$ cat config.mk
export PLATFORM = sky130hd
export DESIGN_NAME = acio_top
export DESIGN_NICKNAME = d
export VERILOG_FILES = /design/src/hw/acio_pkg.sv /design/src/hw/acio_conn_if.sv /design/src/hw/acio_conn.sv /design/src/hw/acio_top.sv
export VERILOG_INCLUDE_DIRS = /design/src /design/src/hw
export SDC_FILE = /design/constraint.sdc
export NUM_CORES = 1
export LEC_CHECK = 0
export ABC_AREA = 1
export BUFFER_PORTS_ARGS = -buffer_cell sky130_fd_sc_hd__buf_2
export CAP_MARGIN = 20
export CORE_MARGIN = 2
export CORE_UTILIZATION = 53
export DETAILED_ROUTE_END_ITERATION = 8
export GPL_ROUTABILITY_DRIVEN = 0
export HOLD_SLACK_MARGIN = 0.1
export PLACE_DENSITY = 0.82
export SLEW_MARGIN = 15
export SYNTH_ARGS = -nofsm -noshare
export SYNTH_HDL_FRONTEND = slang
export SYNTH_SLANG_ARGS = --single-unit
$ cat constraint.sdc
create_clock -name clk -period 7.3 [get_ports clk]
set_clock_uncertainty 0.2 [all_clocks]
set_input_delay 0.73 -clock clk [delete_from_list [all_inputs] [get_ports clk]]
set_output_delay 0.73 -clock clk [all_outputs]
set_load 0.02 [all_outputs]
$ cat src/hw/acio_regs.svh
// Register offsets, field positions, reset values and timing counts of the aux connector block
`ifndef ACIO_REGS_SVH
`define ACIO_REGS_SVH

// Byte offsets on the register bus
`define ACIO_OFS_CFG0        5'h00
`define ACIO_OFS_CFG1        5'h04
`define ACIO_OFS_CFG2        5'h08
`define ACIO_OFS_GLOBAL      5'h0c
`define ACIO_OFS_WIN         5'h10
`define ACIO_OFS_TMO         5'h14
`define ACIO_OFS_STAT        5'h18

// Per-connector configuration fields
`define ACIO_CFG_OUT_EN      0
`define ACIO_CFG_COINC       1
`define ACIO_CFG_POL_HIGH    2
`define ACIO_CFG_START       3
`define ACIO_CFG_SEL_LSB     4
`define ACIO_CFG_SEL_MSB     7
`define ACIO_CFG_WIDTH       8

// Global configuration fields
`define ACIO_GLB_RTC_LSB     0
`define ACIO_GLB_RTC_MSB     1
`define ACIO_GLB_AT_END      2
`define ACIO_GLB_WIDTH       3

// Reset values
`define ACIO_CFG_RST         8'h04
`define ACIO_GLB_RST         3'h3
`define ACIO_WIN_RST         16'h0050
`define ACIO_TMO_RST         16'h0050

// Timing
`define ACIO_CLK_MHZ         25
`define ACIO_CLK_NS          (1000 / `ACIO_CLK_MHZ)
`define ACIO_STEP_NS         50
`define ACIO_MIN_STEPS       16'h0003
`define ACIO_MAX_STEPS       16'hfff0
`define ACIO_CLEANUP_NS      200
`define ACIO_CLEANUP_CYC     ((`ACIO_CLEANUP_NS + `ACIO_CLK_NS - 1) / `ACIO_CLK_NS)

`endif

$ cat src/hw/acio_pkg.sv
// Types shared by the aux connector block
package acio_pkg;

  typedef enum logic [3:0] {
    SRC_COINC_TIME   = 4'h0,
    SRC_COINC_RUNS   = 4'h1,
    SRC_COINC_FINISH = 4'h2,
    SRC_COINC_ACTIVE = 4'h3,
    SRC_SWEEP_ON     = 4'h4,
    SRC_SWEEP_START  = 4'h5,
    SRC_DEAD_1       = 4'h6,
    SRC_DEAD_8       = 4'hd,
    SRC_LOW          = 4'he,
    SRC_HIGH         = 4'hf
  } acio_src_t;

  typedef enum logic [3:0] {
    ST_IDLE    = 4'b0001,
    ST_WINDOW  = 4'b0010,
    ST_TIMEOUT = 4'b0100,
    ST_CLEANUP = 4'b1000
  } acio_state_t;

endpackage : acio_pkg

$ cat src/hw/acio_conn_if.sv
// Signals between the block core and one connector slice
`timescale 1ns/10ps
interface acio_conn_if;
  logic        out_en;
  logic        pol_high;
  logic [3:0]  out_sel;
  logic [15:0] src;
  logic        active_edge;
  logic        level;

  modport core (output out_en, output pol_high, output out_sel, output src,
                input active_edge, input level);
  modport conn (input out_en, input pol_high, input out_sel, input src,
                output active_edge, output level);
endinterface : acio_conn_if

$ cat src/hw/acio_conn.sv
// One connector slice: input synchroniser, edge detect, registered output mux
`timescale 1ns/10ps
module acio_conn (
  input  wire logic    clk,
  input  wire logic    rst,
  input  wire logic    pin_in,
  output logic         pin_out,
  output logic         pin_oe_n,
  acio_conn_if.conn    port
);

  logic sync_a;
  logic sync_b;
  logic prev;
  wire  rise_seen = sync_b & ~prev;
  wire  fall_seen = ~sync_b & prev;
  wire  sel_bit   = port.src[port.out_sel];

  always_ff @(posedge clk) begin
    if (rst) begin
      sync_a <= 1'b0;
      sync_b <= 1'b0;
      prev   <= 1'b0;
    end else begin
      sync_a <= pin_in;
      sync_b <= sync_a;
      prev   <= sync_b;
    end
  end

  // Driven connector never reports input events
  assign port.level       = sync_b;
  assign port.active_edge = ~port.out_en & (port.pol_high ? rise_seen : fall_seen);

  // Registered mux keeps source changes glitch free on the pin
  always_ff @(posedge clk) begin
    if (rst) begin
      pin_out  <= 1'b0;
      pin_oe_n <= 1'b1;
    end else begin
      pin_out  <= sel_bit;
      pin_oe_n <= ~port.out_en;
    end
  end

endmodule : acio_conn

$ cat src/hw/acio_top.sv
// Aux connector block: register slave, coincidence sequencer, connector routing
`timescale 1ns/10ps
`include "acio_regs.svh"
module acio_top #(
  parameter int NCONN = 3
) (
  input  wire logic        clk,
  input  wire logic        rst,
  input  wire logic [4:0]  avs_address,
  input  wire logic        avs_read,
  input  wire logic        avs_write,
  input  wire logic [31:0] avs_writedata,
  output logic [31:0]      avs_readdata,
  output logic             avs_waitrequest,
  input  wire logic [2:0]  aux_pin_in,
  output logic [2:0]       aux_pin_out,
  output logic [2:0]       aux_pin_oe_n,
  input  wire logic        ext_start,
  input  wire logic        sweep_on,
  input  wire logic        sweep_start,
  input  wire logic [7:0]  adc_busy,
  output logic [1:0]       coinc_entry,
  output logic             coinc_window_open,
  output logic             coinc_drop,
  output logic             rtc_reset
);

  localparam logic [21:0] CLK_NS  = 22'(`ACIO_CLK_NS);
  localparam logic [21:0] STEP_NS = 22'(`ACIO_STEP_NS);
  localparam logic [3:0]  CLN_CYC = 4'(`ACIO_CLEANUP_CYC);

  ////////////////////////////////////////////////////////////////////////////
  // Register bus slave

  logic [`ACIO_CFG_WIDTH-1:0] cfg [NCONN];
  logic [`ACIO_GLB_WIDTH-1:0] glb;
  logic [15:0]                win_steps;
  logic [15:0]                tmo_steps;
  logic                       drop_pending;
  acio_pkg::acio_state_t      state;
  acio_pkg::acio_state_t      next_state;

  wire        bus_req   = avs_read | avs_write;
  wire        bus_done  = bus_req & ~avs_waitrequest;
  wire        wr_take   = avs_write & bus_done;
  wire        hit_cfg0  = avs_address == `ACIO_OFS_CFG0;
  wire        hit_cfg1  = avs_address == `ACIO_OFS_CFG1;
  wire        hit_cfg2  = avs_address == `ACIO_OFS_CFG2;
  wire        hit_glb   = avs_address == `ACIO_OFS_GLOBAL;
  wire        hit_win   = avs_address == `ACIO_OFS_WIN;
  wire        hit_tmo   = avs_address == `ACIO_OFS_TMO;
  wire        hit_stat  = avs_address == `ACIO_OFS_STAT;
  wire [2:0]  pin_level;
  wire [31:0] stat_word = {24'h000000, drop_pending, state, pin_level};
  wire [31:0] rd_mux    = hit_cfg0 ? {24'h000000, cfg[0]} :
                          hit_cfg1 ? {24'h000000, cfg[1]} :
                          hit_cfg2 ? {24'h000000, cfg[2]} :
                          hit_glb  ? {29'h00000000, glb} :
                          hit_win  ? {16'h0000, win_steps} :
                          hit_tmo  ? {16'h0000, tmo_steps} :
                          hit_stat ? stat_word : 32'h00000000;

  // One wait cycle; writes land at the edge that completes the transfer
  always_ff @(posedge clk) begin
    if (rst) begin
      avs_waitrequest <= 1'b1;
      avs_readdata    <= 32'h00000000;
    end else begin
      avs_waitrequest <= ~(bus_req & avs_waitrequest);
      if (avs_read & avs_waitrequest) begin
        avs_readdata <= rd_mux;
      end
    end
  end

  always_ff @(posedge clk) begin
    if (rst) begin
      cfg[0]    <= `ACIO_CFG_RST;
      cfg[1]    <= `ACIO_CFG_RST;
      cfg[2]    <= `ACIO_CFG_RST;
      glb       <= `ACIO_GLB_RST;
      win_steps <= `ACIO_WIN_RST;
      tmo_steps <= `ACIO_TMO_RST;
    end else if (wr_take) begin
      if (hit_cfg0) cfg[0] <= avs_writedata[`ACIO_CFG_WIDTH-1:0];
      if (hit_cfg1) cfg[1] <= avs_writedata[`ACIO_CFG_WIDTH-1:0];
      if (hit_cfg2) cfg[2] <= avs_writedata[`ACIO_CFG_WIDTH-1:0];
      if (hit_glb)  glb    <= avs_writedata[`ACIO_GLB_WIDTH-1:0];
      if (hit_win)  win_steps <= avs_writedata[15:0];
      if (hit_tmo)  tmo_steps <= avs_writedata[15:0];
    end
  end

  ////////////////////////////////////////////////////////////////////////////
  // Connector slices

  wire [15:0] src_vec;
  wire [2:0]  edge_seen;
  wire        st_window  = state == acio_pkg::ST_WINDOW;
  wire        st_timeout = state == acio_pkg::ST_TIMEOUT;
  wire        st_cleanup = state == acio_pkg::ST_CLEANUP;
  wire        st_busy    = state != acio_pkg::ST_IDLE;

  assign src_vec[acio_pkg::SRC_COINC_TIME]   = st_window;
  assign src_vec[acio_pkg::SRC_COINC_RUNS]   = st_window | st_timeout;
  assign src_vec[acio_pkg::SRC_COINC_FINISH] = st_cleanup;
  assign src_vec[acio_pkg::SRC_COINC_ACTIVE] = st_busy;
  assign src_vec[acio_pkg::SRC_SWEEP_ON]     = sweep_on;
  assign src_vec[acio_pkg::SRC_SWEEP_START]  = sweep_start;
  assign src_vec[acio_pkg::SRC_DEAD_8:acio_pkg::SRC_DEAD_1] = adc_busy;
  assign src_vec[acio_pkg::SRC_LOW]          = 1'b0;
  assign src_vec[acio_pkg::SRC_HIGH]         = 1'b1;

  genvar gi;
  generate
    for (gi = 0; gi < NCONN; gi++) begin : g_conn
      acio_conn_if cif ();
      assign cif.out_en    = cfg[gi][`ACIO_CFG_OUT_EN];
      assign cif.pol_high  = cfg[gi][`ACIO_CFG_POL_HIGH];
      assign cif.out_sel   = cfg[gi][`ACIO_CFG_SEL_MSB:`ACIO_CFG_SEL_LSB];
      assign cif.src       = src_vec;
      assign edge_seen[gi] = cif.active_edge;
      assign pin_level[gi] = cif.level;
      acio_conn u_conn (
        .clk      (clk),
        .rst      (rst),
        .pin_in   (aux_pin_in[gi]),
        .pin_out  (aux_pin_out[gi]),
        .pin_oe_n (aux_pin_oe_n[gi]),
        .port     (cif.conn)
      );
    end
  endgenerate

  ////////////////////////////////////////////////////////////////////////////
  // Coincidence participation

  wire coinc0     = cfg[0][`ACIO_CFG_COINC];
  wire coinc1     = cfg[1][`ACIO_CFG_COINC];
  // Second aux takes the shared entry if both ask for it
  wire rej_coinc  = cfg[2][`ACIO_CFG_COINC] & ~coinc1;
  wire entry0_hit = edge_seen[0] & coinc0;
  wire entry1_hit = coinc1 ? edge_seen[1] : 1'b0;
  wire start_hit  = ext_start
                  | (entry0_hit & cfg[0][`ACIO_CFG_START])
                  | (entry1_hit & cfg[1][`ACIO_CFG_START]);
  wire rej_hit    = edge_seen[2] & rej_coinc & st_busy;
  wire at_end     = glb[`ACIO_GLB_AT_END];
  wire [1:0] rtc_sel = glb[`ACIO_GLB_RTC_MSB:`ACIO_GLB_RTC_LSB];
  // Select value 3 leaves the clock reset unused
  wire rtc_hit    = (rtc_sel != 2'h3) & edge_seen[rtc_sel];

  ////////////////////////////////////////////////////////////////////////////
  // Window and timeout sequencer

  // Steps of 50 ns do not divide the 40 ns clock, so time runs in ns
  wire [15:0] win_clamp = win_steps < `ACIO_MIN_STEPS ? `ACIO_MIN_STEPS :
                          win_steps > `ACIO_MAX_STEPS ? `ACIO_MAX_STEPS : win_steps;
  wire [15:0] tmo_clamp = tmo_steps < `ACIO_MIN_STEPS ? `ACIO_MIN_STEPS :
                          tmo_steps > `ACIO_MAX_STEPS ? `ACIO_MAX_STEPS : tmo_steps;
  wire [21:0] win_ns    = 22'(22'(win_clamp) * STEP_NS);
  wire [21:0] tmo_ns    = 22'(22'(tmo_clamp) * STEP_NS);

  logic [21:0] elapsed;
  logic [3:0]  cln_cnt;
  wire  [21:0] next_elapsed = 22'(elapsed + CLK_NS);
  wire         win_done     = st_window & (next_elapsed >= win_ns);
  wire         tmo_done     = st_timeout & (next_elapsed >= tmo_ns);
  wire         cln_done     = st_cleanup & (cln_cnt == CLN_CYC - 4'h1);

  always_comb begin
    next_state = state;
    case (state)
      acio_pkg::ST_IDLE:    if (start_hit) next_state = acio_pkg::ST_WINDOW;
      acio_pkg::ST_WINDOW:  if (win_done)  next_state = acio_pkg::ST_TIMEOUT;
      acio_pkg::ST_TIMEOUT: if (tmo_done)  next_state = acio_pkg::ST_CLEANUP;
      acio_pkg::ST_CLEANUP: if (cln_done)  next_state = acio_pkg::ST_IDLE;
      default:              next_state = acio_pkg::ST_IDLE;
    endcase
  end

  always_ff @(posedge clk) begin
    if (rst) begin
      state   <= acio_pkg::ST_IDLE;
      elapsed <= 22'h000000;
      cln_cnt <= 4'h0;
    end else begin
      state   <= next_state;
      elapsed <= (next_state != state) ? 22'h000000 : next_elapsed;
      cln_cnt <= st_cleanup ? 4'(cln_cnt + 4'h1) : 4'h0;
    end
  end

  ////////////////////////////////////////////////////////////////////////////
  // Event outputs

  // A reject arriving as the window closes is still honoured
  wire drop_now  = at_end ? (win_done & (drop_pending | rej_hit)) : rej_hit;
  wire next_pend = at_end & st_window & ~win_done & (drop_pending | rej_hit);

  always_ff @(posedge clk) begin
    if (rst) begin
      coinc_entry       <= 2'h0;
      coinc_window_open <= 1'b0;
      coinc_drop        <= 1'b0;
      drop_pending      <= 1'b0;
      rtc_reset         <= 1'b0;
    end else begin
      coinc_entry       <= {entry1_hit, entry0_hit};
      coinc_window_open <= next_state == acio_pkg::ST_WINDOW;
      coinc_drop        <= drop_now;
      drop_pending      <= next_pend;
      rtc_reset         <= rtc_hit;
    end
  end

  ////////////////////////////////////////////////////////////////////////////
  // Checks

  a_bus_answer: assert property (@(posedge clk) disable iff (rst)
    bus_req && avs_waitrequest |=> !avs_waitrequest)
    else $error("bus request not answered in one cycle");

  a_win_min: assert property (@(posedge clk) disable iff (rst)
    $rose(st_window) |-> st_window[*4])
    else $error("window shorter than minimum");

  a_runs_cover: assert property (@(posedge clk) disable iff (rst)
    st_window ##1 !st_window |-> st_timeout)
    else $error("timeout does not follow window");

  a_clean_len: assert property (@(posedge clk) disable iff (rst)
    $rose(st_cleanup) |-> st_cleanup[*5] ##1 state == acio_pkg::ST_IDLE)
    else $error("cleanup length wrong");

  a_entry_cause: assert property (@(posedge clk) disable iff (rst)
    coinc_entry[0] |-> $past(edge_seen[0]) && $past(coinc0))
    else $error("entry without coincidence mode");

  a_entry_share: assert property (@(posedge clk) disable iff (rst)
    edge_seen[2] && !edge_seen[1] |=> !coinc_entry[1])
    else $error("reject leaked into shared entry");

  a_drop_instant: assert property (@(posedge clk) disable iff (rst)
    rej_hit && !at_end |=> coinc_drop)
    else $error("instant reject not dropped");

  a_drop_end: assert property (@(posedge clk) disable iff (rst)
    coinc_drop && $past(at_end) |-> $past(win_done))
    else $error("end-of-window drop off the window end");

  a_rtc_reset: assert property (@(posedge clk) disable iff (rst)
    edge_seen[0] && rtc_sel == 2'h0 |=> rtc_reset)
    else $error("clock reset not issued");

  a_oe_follow: assert property (@(posedge clk) disable iff (rst)
    cfg[0][`ACIO_CFG_OUT_EN] |=> !aux_pin_oe_n[0])
    else $error("output enable not applied");

  a_src_high: assert property (@(posedge clk) disable iff (rst)
    (cfg[0][`ACIO_CFG_OUT_EN] && cfg[0][7:4] == 4'hf) ##1
    (cfg[0][`ACIO_CFG_OUT_EN] && cfg[0][7:4] == 4'hf) |-> aux_pin_out[0])
    else $error("constant high source not driven");

  a_start_open: assert property (@(posedge clk) disable iff (rst)
    start_hit && state == acio_pkg::ST_IDLE |=> st_window)
    else $error("start did not open window");

  a_pin_source: assert property (@(posedge clk) disable iff (rst)
    cfg[2][`ACIO_CFG_OUT_EN] |=> aux_pin_out[2] == $past(src_vec[cfg[2][`ACIO_CFG_SEL_MSB:`ACIO_CFG_SEL_LSB]]))
    else $error("pin not driven from registered source");

  a_drop_busy: assert property (@(posedge clk) disable iff (rst)
    coinc_drop |-> $past(st_busy))
    else $error("drop outside coincidence processing");

  a_input_quiet: assert property (@(posedge clk) disable iff (rst)
    cfg[1][`ACIO_CFG_OUT_EN] |-> !edge_seen[1])
    else $error("driven connector reported an edge");

  c_full_cycle: cover property (@(posedge clk) disable iff (rst)
    st_cleanup ##1 state == acio_pkg::ST_IDLE);

  c_drop_end: cover property (@(posedge clk) disable iff (rst)
    coinc_drop && at_end);

  c_rtc: cover property (@(posedge clk) disable iff (rst)
    rtc_reset && rtc_sel == 2'h2);

endmodule : acio_top

### Yosys cells after proc, flatten, opt, wreduce, memory -nomap -nowiden

Memories as Yosys holds them, arrays and structs flattened.
Cells that the tools add are included.

* add/sub/neg operators: 2
* $mul: 2
* divide/modulo/power cells: 0
* order comparisons: 10
* equality and inequality tests: 15
* shift operators: 0
* mux-type cells: 46
* bitwise operators: 49
* reduce and logical (&&, ||, !) cells: 6

Operators with widths (number)
* 2-to-1 mux 16 bit: 10
* greater-or-equal comparator 22 bit: 2
* multiplier 16 x 5 -> 21 bit, second input constant: 2
* > comparator 16 bit, second input constant: 2
* < comparator 16 x 2 -> 1 bit, second input constant: 2
* 2-to-1 mux 8 bit: 4
* bitwise AND 1 bit: 27
* 2-to-1 mux 1 bit: 23
* adder 22 x 6 -> 22 bit, second input constant: 1
* 2-to-1 mux 4 bit: 4
* one-hot mux 4 bit (4 select lines): 1
* equality test 5 bit, second input constant: 3
* < comparator 4 x 5 -> 1 bit, second input constant: 3
* NOT 1 bit: 14
* binary-select mux 1 bit (select 4 bit): 3
* equality test 5 x 4 -> 1 bit, second input constant: 2
* equality test 4 x 2 -> 1 bit, second input constant: 2
* equality test 4 x 3 -> 1 bit, second input constant: 2
* OR 1 bit: 8
* AND reduction 2 bit: 3
* equality test 5 x 3 -> 1 bit, second input constant: 1
* logical NOT 5 bit: 1
* adder 4 x 1 -> 4 bit, second input constant: 1
* equality test 4 x 1 -> 1 bit, second input constant: 1
* other kinds (7): 8

* register bits after elaboration: 119
* latch bits: 0
* bits in writable memories: 24
* memory bits (read-only): 0
* input port bits: 55
* output and inout port bits: 44
* logic and storage cells: 159
* memories kept: 1

Memories
* cfg: depth 3, bits a word 8, read ports 3, clocked after Yosys merged registers in 0, wr ports 3, line acio_top.sv:35 `` logic [`ACIO_CFG_WIDTH-1:0] cfg [NCONN]; ``

### Depth between registers and ports, before layout

Gate-level depths: netlist of run 1.

* depth after elaboration: 12
* mapped depth: 39
* depth with buffers taken out: 37

### Hierarchy

Synthesis of run 1 repeated with hierarchy kept, for this count alone.

* cell total of the unflattened synthesis: 1360
* area total of the unflattened synthesis: 10134.7 um^2

Modules (own cells, without submodules)
* acio_top: times used 1, cells an instance 1168, area an instance 9023.7 um^2, seq. area each 2422.3 um^2
* acio_conn: times used 3, cells an instance 64, area an instance 370.4 um^2, seq. area each 100.1 um^2

### Least setup slack after synthesis of run 1

Ideal clock, no wire load.

* path type: reg-to-reg
* start: reg win_steps[4]
* end: reg elapsed[15]
* library setup time: 0.073 ns
* arrival time: 4.926 ns
* required time: 7.027 ns
* path slack: 2.101 ns
* stages on the path, launching flop included: 34
* buffers on the path: 2
* period minus slack after synthesis: 5.199 ns
* path through: dfxtp_1 -> buf_4 -> nand2_2 -> nor2_1 -> nand2_1 -> nor2_4 -> inv_1 -> nand2_1 -> inv_1 -> ha_1 -> ha_1 -> fa_1 -> ha_1 -> nand3_1 -> nand2_1 -> nand2_1 -> nand2_1 -> o21ai_0 -> o21ai_1 -> a21boi_0 -> o21ai_1 -> xnor2_1 -> ha_1 -> a21oi_1 -> o21a_1 -> o21ai_0 -> nand2_1 -> nand2_1 -> nor2_1 -> nand3_1 -> nand2_1 -> nand3_4 -> buf_8 -> nor3_2

* longest elaborated chain between the ends: 10
* elaborated cells between the ends (all ways): 11
* classes of those cells: mul: 1; order compare: 3; eq/ne: 1; mux: 4; bitwise: 1; reduce/logical: 1

RTL lines
* from (decl): line acio_top.sv:37 `logic [15:0] win_steps;`
* from (signal assigned): line acio_top.sv:82 `` win_steps <= `ACIO_WIN_RST; ``
* from (signal assigned): line acio_top.sv:89 `if (hit_win) win_steps <= avs_writedata[15:0];`
* > comparator 16 bit (no source line)
* 2-to-1 mux 16 bit: line acio_top.sv:158 `` win_steps > `ACIO_MAX_STEPS ? `ACIO_MAX_STEPS : win_steps; ``
* 2-to-1 mux 16 bit (*): line acio_top.sv:157 `` wire [15:0] win_clamp = win_steps < `ACIO_MIN_STEPS ? `ACIO_MIN_STEPS : ``
* multiplier 16 x 5 -> 21 bit (*): line acio_top.sv:161 `wire [21:0] win_ns = 22'(22'(win_clamp) * STEP_NS);`
* greater-or-equal comparator 22 bit (*): line acio_top.sv:167 `wire win_done = st_window & (next_elapsed >= win_ns);`
* bitwise AND 1 bit (*): line acio_top.sv:167
* 2-to-1 mux 4 bit (*): line acio_top.sv:175 `acio_pkg::ST_WINDOW: if (win_done) next_state = acio_pkg::ST_TIMEOUT;`
* one-hot mux 4 bit (4 select lines) (*): line acio_top.sv:173 `case (state)`
* != test 4 bit (*): line acio_top.sv:189 `elapsed <= (next_state != state) ? 22'h000000 : next_elapsed;`
* OR reduction 2 bit (no source line) (*)
* to (signal assigned): line acio_top.sv:189
* to (decl): line acio_top.sv:164 `logic [21:0] elapsed;`

Every way passes the cells marked *; elsewhere a longest branch is shown, timed or not.
A chain may end at the register's enable or synchronous reset.

### Final worst setup path of run 1

* start: reg win_steps[8]
* end: reg elapsed[7]

Same word-level chain as after synthesis.

==> flow_summary.json, run 1 <==
{
  "layout.nets": 1559,
  "h-tree-depth": 4,
  "vias": 8893,
  "ant_nets": 0,
  "grt_pass1_wl_um": 39300,
  "syn_inst": 1306,
  "hpwl_um": 19100,
  "sequentialPowerShare_pct": 42.4,
  "fin_crit_sh_pct": 87.8,
  "cts_sinks": 124,
  "syn_to_final_growth_pct": 9.14,
  "nFillCells": 1570,
  "diodes": 0,
  "intPower_mw": 1.26,
  "globalRouteTotalUtil_pct": 24.5,
  "crit_slowest_cell": "dfxtp_1",
  "cts_root_buf": "clkbuf_16",
  "hold_viol_final": 0,
  "ys_warn_count": 0,
  "finalSetupTns_ns": 0,
  "startpoint_type": "flip-flop",
  "timing.slew.headroom_pct": 37.4,
  "use_met2_pct": 41.7,
  "wl_um": 24300,
  "worstPathArrival_ns": 6.54,
  "fin_area_um2": 10800,
  "p_leak_nw": 5.39,
  "syn_area_um2": 9890,
  "clockPowerShare_pct": 48.3,
  "yosysSeqAreaShare_pct": 27.5,
  "antenna_found_initial": 0,
  "detail_route.wl_per_cell_um": 15.3,
  "comb_power_share_pct": 9.2,
  "status": "finished clean",
  "total_power_mw": 1.71,
  "placed_cells": 1551,
  "initial_core_util_pct": 54.5,
  "rows": 49,
  "die_area_um2": 19800,
  "setup_viol": 0,
  "fmax_mhz": 156,
  "route.detailed.drc": 0,
  "grt_pass1_vias": 8411,
  "die_h_um": 141,
  "maxCapViolCount": 0,
  "cts_buffers": 17,
  "final_cell_mix": "199 x nand2_1, 189 x inv_1, 141 x ha_1",
  "tightest_slew_ns": 0.936,
  "use_met3_pct": 2.99,
  "critPathRequiredTime_ns": 7.44,
  "drt_iter0_markers": 787,
  "core_um2": 18100,
  "switching_share_pct": 25.9,
  "viasPerCell": 5.62,
  "firstDrtPassIters": 7,
  "synth-async-reset-ratio_pct": 0,
  "worstPathMaxFanout": 19,
  "cts_setup_buffers": 0,
  "drive_gt1_share_pct": 9.68,
  "layout_commonest_cell": "nand2_1",
  "ios": 99,
  "ir_worst_vdd_mv": 0.195,
  "io_buffers": 66,
  "cts_buffer_depth": 2,
  "synth_flop_cell": "dfxtp_1",
  "clk_pin_slew_ns": 0.06,
  "cts_hold_buf": 0,
  "post-route-min-period_ns": 6.41,
  "avgSynthCellArea_um2": 7.58,
  "grt_max_degree": 43,
  "cp-end-kind": "flip-flop",
  "cts_tree": "yes",
  "slowest_delay_ns": 0.55,
  "crit_top_cell": "nand2_1",
  "critPathKind": "flip-flop to flip-flop",
  "rsz0062_at_grt": "false",
  "holdCritPathClass": "flip-flop to flip-flop",
  "clk_latency_ns": 0.43,
  "die_w_um": 141,
  "place_area_um2": 10200,
  "grtUsageMet1_pct": 32.1,
  "cts_resized": 0,
  "ys_ff_latch": 124,
  "reg2reg_depth": 30,
  "power.density_nw_per_um2": 158,
  "grt_overflow": 0,
  "top_usage_layer": "met2",
  "ys_types": 53,
  "synth-edff-count": 24,
  "stdcell_count": 1583,
  "min_path_cells": 2,
  "power.switching_uw": 442,
  "drv_slew": 0
}
sequential cells by signal (all words and copies together) (netlist names):
| name | cells |
|---|---|
| cfg | 24 |
| elapsed | 19 |
| avs_readdata | 16 |
| tmo_steps | 16 |
| win_steps | 16 |
| cln_cnt | 4 |
| state | 4 |
| g_conn.u_conn.pin_oe_n | 3 |
| g_conn.u_conn.pin_out | 3 |
| g_conn.u_conn.port.level | 3 |
| g_conn.u_conn.prev | 3 |
| g_conn.u_conn.sync_a | 3 |
| glb | 3 |
| coinc_entry | 2 |
| avs_waitrequest | 1 |
| coinc_drop | 1 |
| coinc_window_open | 1 |
| drop_pending | 1 |
| rtc_reset | 1 |
cell usage after synthesis, types with 5 or more instances:
cell,instances,area share (%)
nand2_1,199,7.5
inv_1,189,7.2
ha_1,141,18
nor2_1,121,4.6
a21oi_1,118,6.0
dfxtp_1,100,20
o21ai_0,87,4.4
nand3_1,45,2.3
clkbuf_1,38,1.4
xor2_1,32,2.8
edfxtp_1,24,7.3
buf_4,23,1.7
fa_1,22,4.5
nor3_1,20,1.0
nand4_1,18,1.1
o211ai_1,13,0.99
xnor2_1,12,1.1
o22ai_1,11,0.70
nor3_2,10,1.0
nand2_2,6,0.38
a21o_1,5,0.38
nor2_2,5,0.32
nor4_1,5,0.32
layout make-up:
type                    count  area [um^2]  share of cell area [%]
flip-flops and latches    124         2720                    25.2
multi-input cells         936         6130                    56.8
inverters                 192          721                    6.67
clock buffers              21          472                    4.37
clock inverters            11          106                   0.985
well taps                 229          287                    2.65
repair buffers             70          360                    3.34
through the flow:
stage	hold WS, ns	setup slack, ns	utilization (%)
after global routing	0.222	0.371	59.5
after CTS	0.210	1.03	59.5
after global placement	0.196	1.25	56.3
final	0.207	0.890	59.5
after floorplan	0.188	2.10	-
after detailed placement	0.198	1.06	56.3
routing by layer:
metal	part of all wire [%]	vias up	wire length [um]
met3	7.0	53	1700
met2	47	391	11400
met4	2.1	0	500
met1	44	4083	10700
met5	0	-	0
li1	-	4366	-
critical path, delay by kind of cell, from the launching register on:
kind | cells | cell delay [ns]
xor+xnor | 1 | 0.19
simple gates | 16 | 2.11
fa+ha+maj | 5 | 1.74
buf+inv | 2 | 0.15
compound gates | 6 | 1.37
flops | 1 | 0.55
final timing paths:
check | startpoint | slack (ns) | to
hold reg to reg | g_conn[1].u_conn.sync_a | 0.21 | g_conn[1].u_conn.port.level
setup / recovery | win_steps[8] | 0.89 | elapsed[7]
setup reg to reg | win_steps[8] | 0.89 | elapsed[7]
hold / removal | g_conn[1].u_conn.sync_a | 0.21 | g_conn[1].u_conn.port.level
cells by family (layout without fill, tap and decap cells):
logic type,count (synthesis),after routing,share of synthesized area (%)
AND/OR/NAND/NOR,445,445,20.1
AO/OA/AOI/OAI,268,268,15.1
buffers and inverters,261,294,11.1
adder cells (fa/ha/maj),163,163,22.3
flip-flops,124,124,27.5
XOR/XNOR,44,44,3.89
other,1,16,0.0379
power groups by stage:
stage | logic [mW] | registers (mW) | clock network, mW
global route | 0.174 | 0.725 | 0.864
CTS | 0.154 | 0.723 | 0.830
detailed placement | 0.153 | 0.738 | 0
global placement | 0.149 | 0.737 | 0
floorplan | 0.116 | 0.736 | 0
finish | 0.157 | 0.724 | 0.825
Power figures use the tool's default switching activity.
==> run 2: changes to the inputs <==
--- a/config.mk
+++ b/config.mk
@@ -10,11 +10,11 @@
 export BUFFER_PORTS_ARGS = -buffer_cell sky130_fd_sc_hd__buf_2
 export CAP_MARGIN = 20
 export CORE_MARGIN = 2
-export CORE_UTILIZATION = 53
+export CORE_UTILIZATION = 60
 export DETAILED_ROUTE_END_ITERATION = 8
 export GPL_ROUTABILITY_DRIVEN = 0
 export HOLD_SLACK_MARGIN = 0.1
-export PLACE_DENSITY = 0.82
+export PLACE_DENSITY = 0.9
 export SLEW_MARGIN = 15
 export SYNTH_ARGS = -nofsm -noshare
 export SYNTH_HDL_FRONTEND = slang
==> flow_summary.json, run 2 (synthesized netlist as in run 1, its figures left out) <==
{
  "hold_viol_final": 0,
  "die_area_um2": 17500,
  "detail_route.wl_per_cell_um": 16.1,
  "comb_power_share_pct": 9.3,
  "holdCritPathClass": "flip-flop to flip-flop",
  "finalSetupTns_ns": 0,
  "hpwl_um": 18900,
  "final_cell_mix": "199 x nand2_1, 189 x inv_1, 141 x ha_1",
  "wl_um": 25200,
  "tightest_slew_ns": 0.890,
  "ios": 99,
  "rows": 46,
  "status": "finished clean",
  "power.density_nw_per_um2": 159,
  "grt_max_degree": 40,
  "crit_slowest_cell": "dfxtp_1",
  "cts_resized": 0,
  "initial_core_util_pct": 61.8,
  "cts_setup_buffers": 0,
  "clk_pin_slew_ns": 0.07,
  "post-route-min-period_ns": 6.41,
  "layout.nets": 1558,
  "globalRouteTotalUtil_pct": 28.4,
  "io_buffers": 66,
  "layout_commonest_cell": "nand2_1",
  "stdcell_count": 1569,
  "setup_viol": 0,
  "min_path_cells": 2,
  "grt_pass1_wl_um": 40600,
  "intPower_mw": 1.22,
  "clk_latency_ns": 0.44,
  "die_w_um": 132,
  "regMostFlops": "cfg",
  "worstPathArrival_ns": 6.56,
  "sequentialPowerShare_pct": 42.3,
  "cp-end-kind": "flip-flop",
  "firstDrtPassIters": 6,
  "maxCapViolCount": 0,
  "grt_pass1_vias": 8728,
  "switching_share_pct": 28.9,
  "placed_cells": 1537,
  "reg2reg_depth": 32,
  "viasPerCell": 5.90,
  "drive_gt1_share_pct": 9.76,
  "rrSetupSlack_ns": 0.89,
  "startpoint_type": "flip-flop",
  "place_area_um2": 10200,
  "critPathKind": "flip-flop to flip-flop",
  "diodes": 0,
  "syn_to_final_growth_pct": 8.80,
  "critPathRequiredTime_ns": 7.45,
  "cts_buffer_depth": 2,
  "crit_top_cell": "nand2_1",
  "ir_worst_vdd_mv": 0.209,
  "fin_crit_sh_pct": 87.8,
  "multi_input_area_um2": 6130,
  "core_um2": 16000,
  "antenna_found_initial": 0,
  "grt_overflow": 0,
  "cts_root_buf": "clkbuf_16",
  "clockPowerShare_pct": 48.3,
  "cts_hold_buf": 0,
  "cts_tree": "yes",
  "worstPathMaxFanout": 19,
  "timing.slew.headroom_pct": 40.3,
  "route.detailed.drc": 0,
  "drt_iter0_markers": 969,
  "p_leak_nw": 5.39,
  "regArea_um2": 2720,
  "vias": 9251,
  "reg.largest.list": "cfg (24), elapsed (19)",
  "h-tree-depth": 4,
  "nFillCells": 1215,
  "fin_area_um2": 10800,
  "slowest_delay_ns": 0.57,
  "total_power_mw": 1.71,
  "largest_reg_flops": 24,
  "fmax_mhz": 156,
  "rsz0062_at_grt": "false",
  "drv_slew": 0,
  "cts_buffers": 17,
  "power.switching_uw": 494,
  "die_h_um": 132,
  "ant_nets": 0,
  "post-route-util_pct": 67.3,
  "cts_sinks": 124
}
[run 2: area by class of cell]
class / count / area share [%]
clock inverters: 15 / 1.32
multi-input cells: 936 / 57.0
flip-flops and latches: 124 / 25.3
well taps: 216 / 2.51
clock buffers: 17 / 3.95
inverters: 192 / 6.69
repair buffers: 69 / 3.28
[run 2: critical path: cells and delay by family (launching register included)]
family / cells / cell delay [ns]
AOI/OAI and AO/OA: 7 / 1.33
xor gates and xnor gates: 1 / 0.26
adders and majority gates: 5 / 1.69
buffers and inverters: 1 / 0.12
DFF: 1 / 0.57
and+or+nand+nor: 18 / 2.15
[run 2: per-layer routing]
layer  routed length (um)  vias to the layer above  track usage [%]
li1                     -                     4364                -
met1                 9840                     4280             35.1
met4                  917                        0             11.0
met2                12000                      506             48.6
met3                 2430                      101             6.02
met5                    0                        -                0
[run 2: power by group through the flow]
stage,clock (mW),sequential (mW),combinational (mW)
finish,0.826,0.724,0.159
global route,0.852,0.725,0.175
CTS,0.822,0.723,0.155
detailed placement,0,0.738,0.152
global placement,0,0.737,0.146
floorplan,0,0.736,0.116
[run 2: metrics by stage]
stage	setup slack (ns)	hold slack, ns
after global routing	0.591	0.221
after CTS	1.05	0.201
final	0.888	0.201
after detailed placement	1.23	0.192
after floorplan	2.10	0.188
after global placement	1.37	0.189
[run 2: path summary, 6_finish.rpt]
kind                                               from                           to
worst max-delay path                       tmo_steps[4]                   elapsed[6]
worst min-delay path            g_conn[0].u_conn.sync_a  g_conn[0].u_conn.port.level
worst max register to register             tmo_steps[4]                   elapsed[6]
worst min register to register  g_conn[0].u_conn.sync_a  g_conn[0].u_conn.port.level
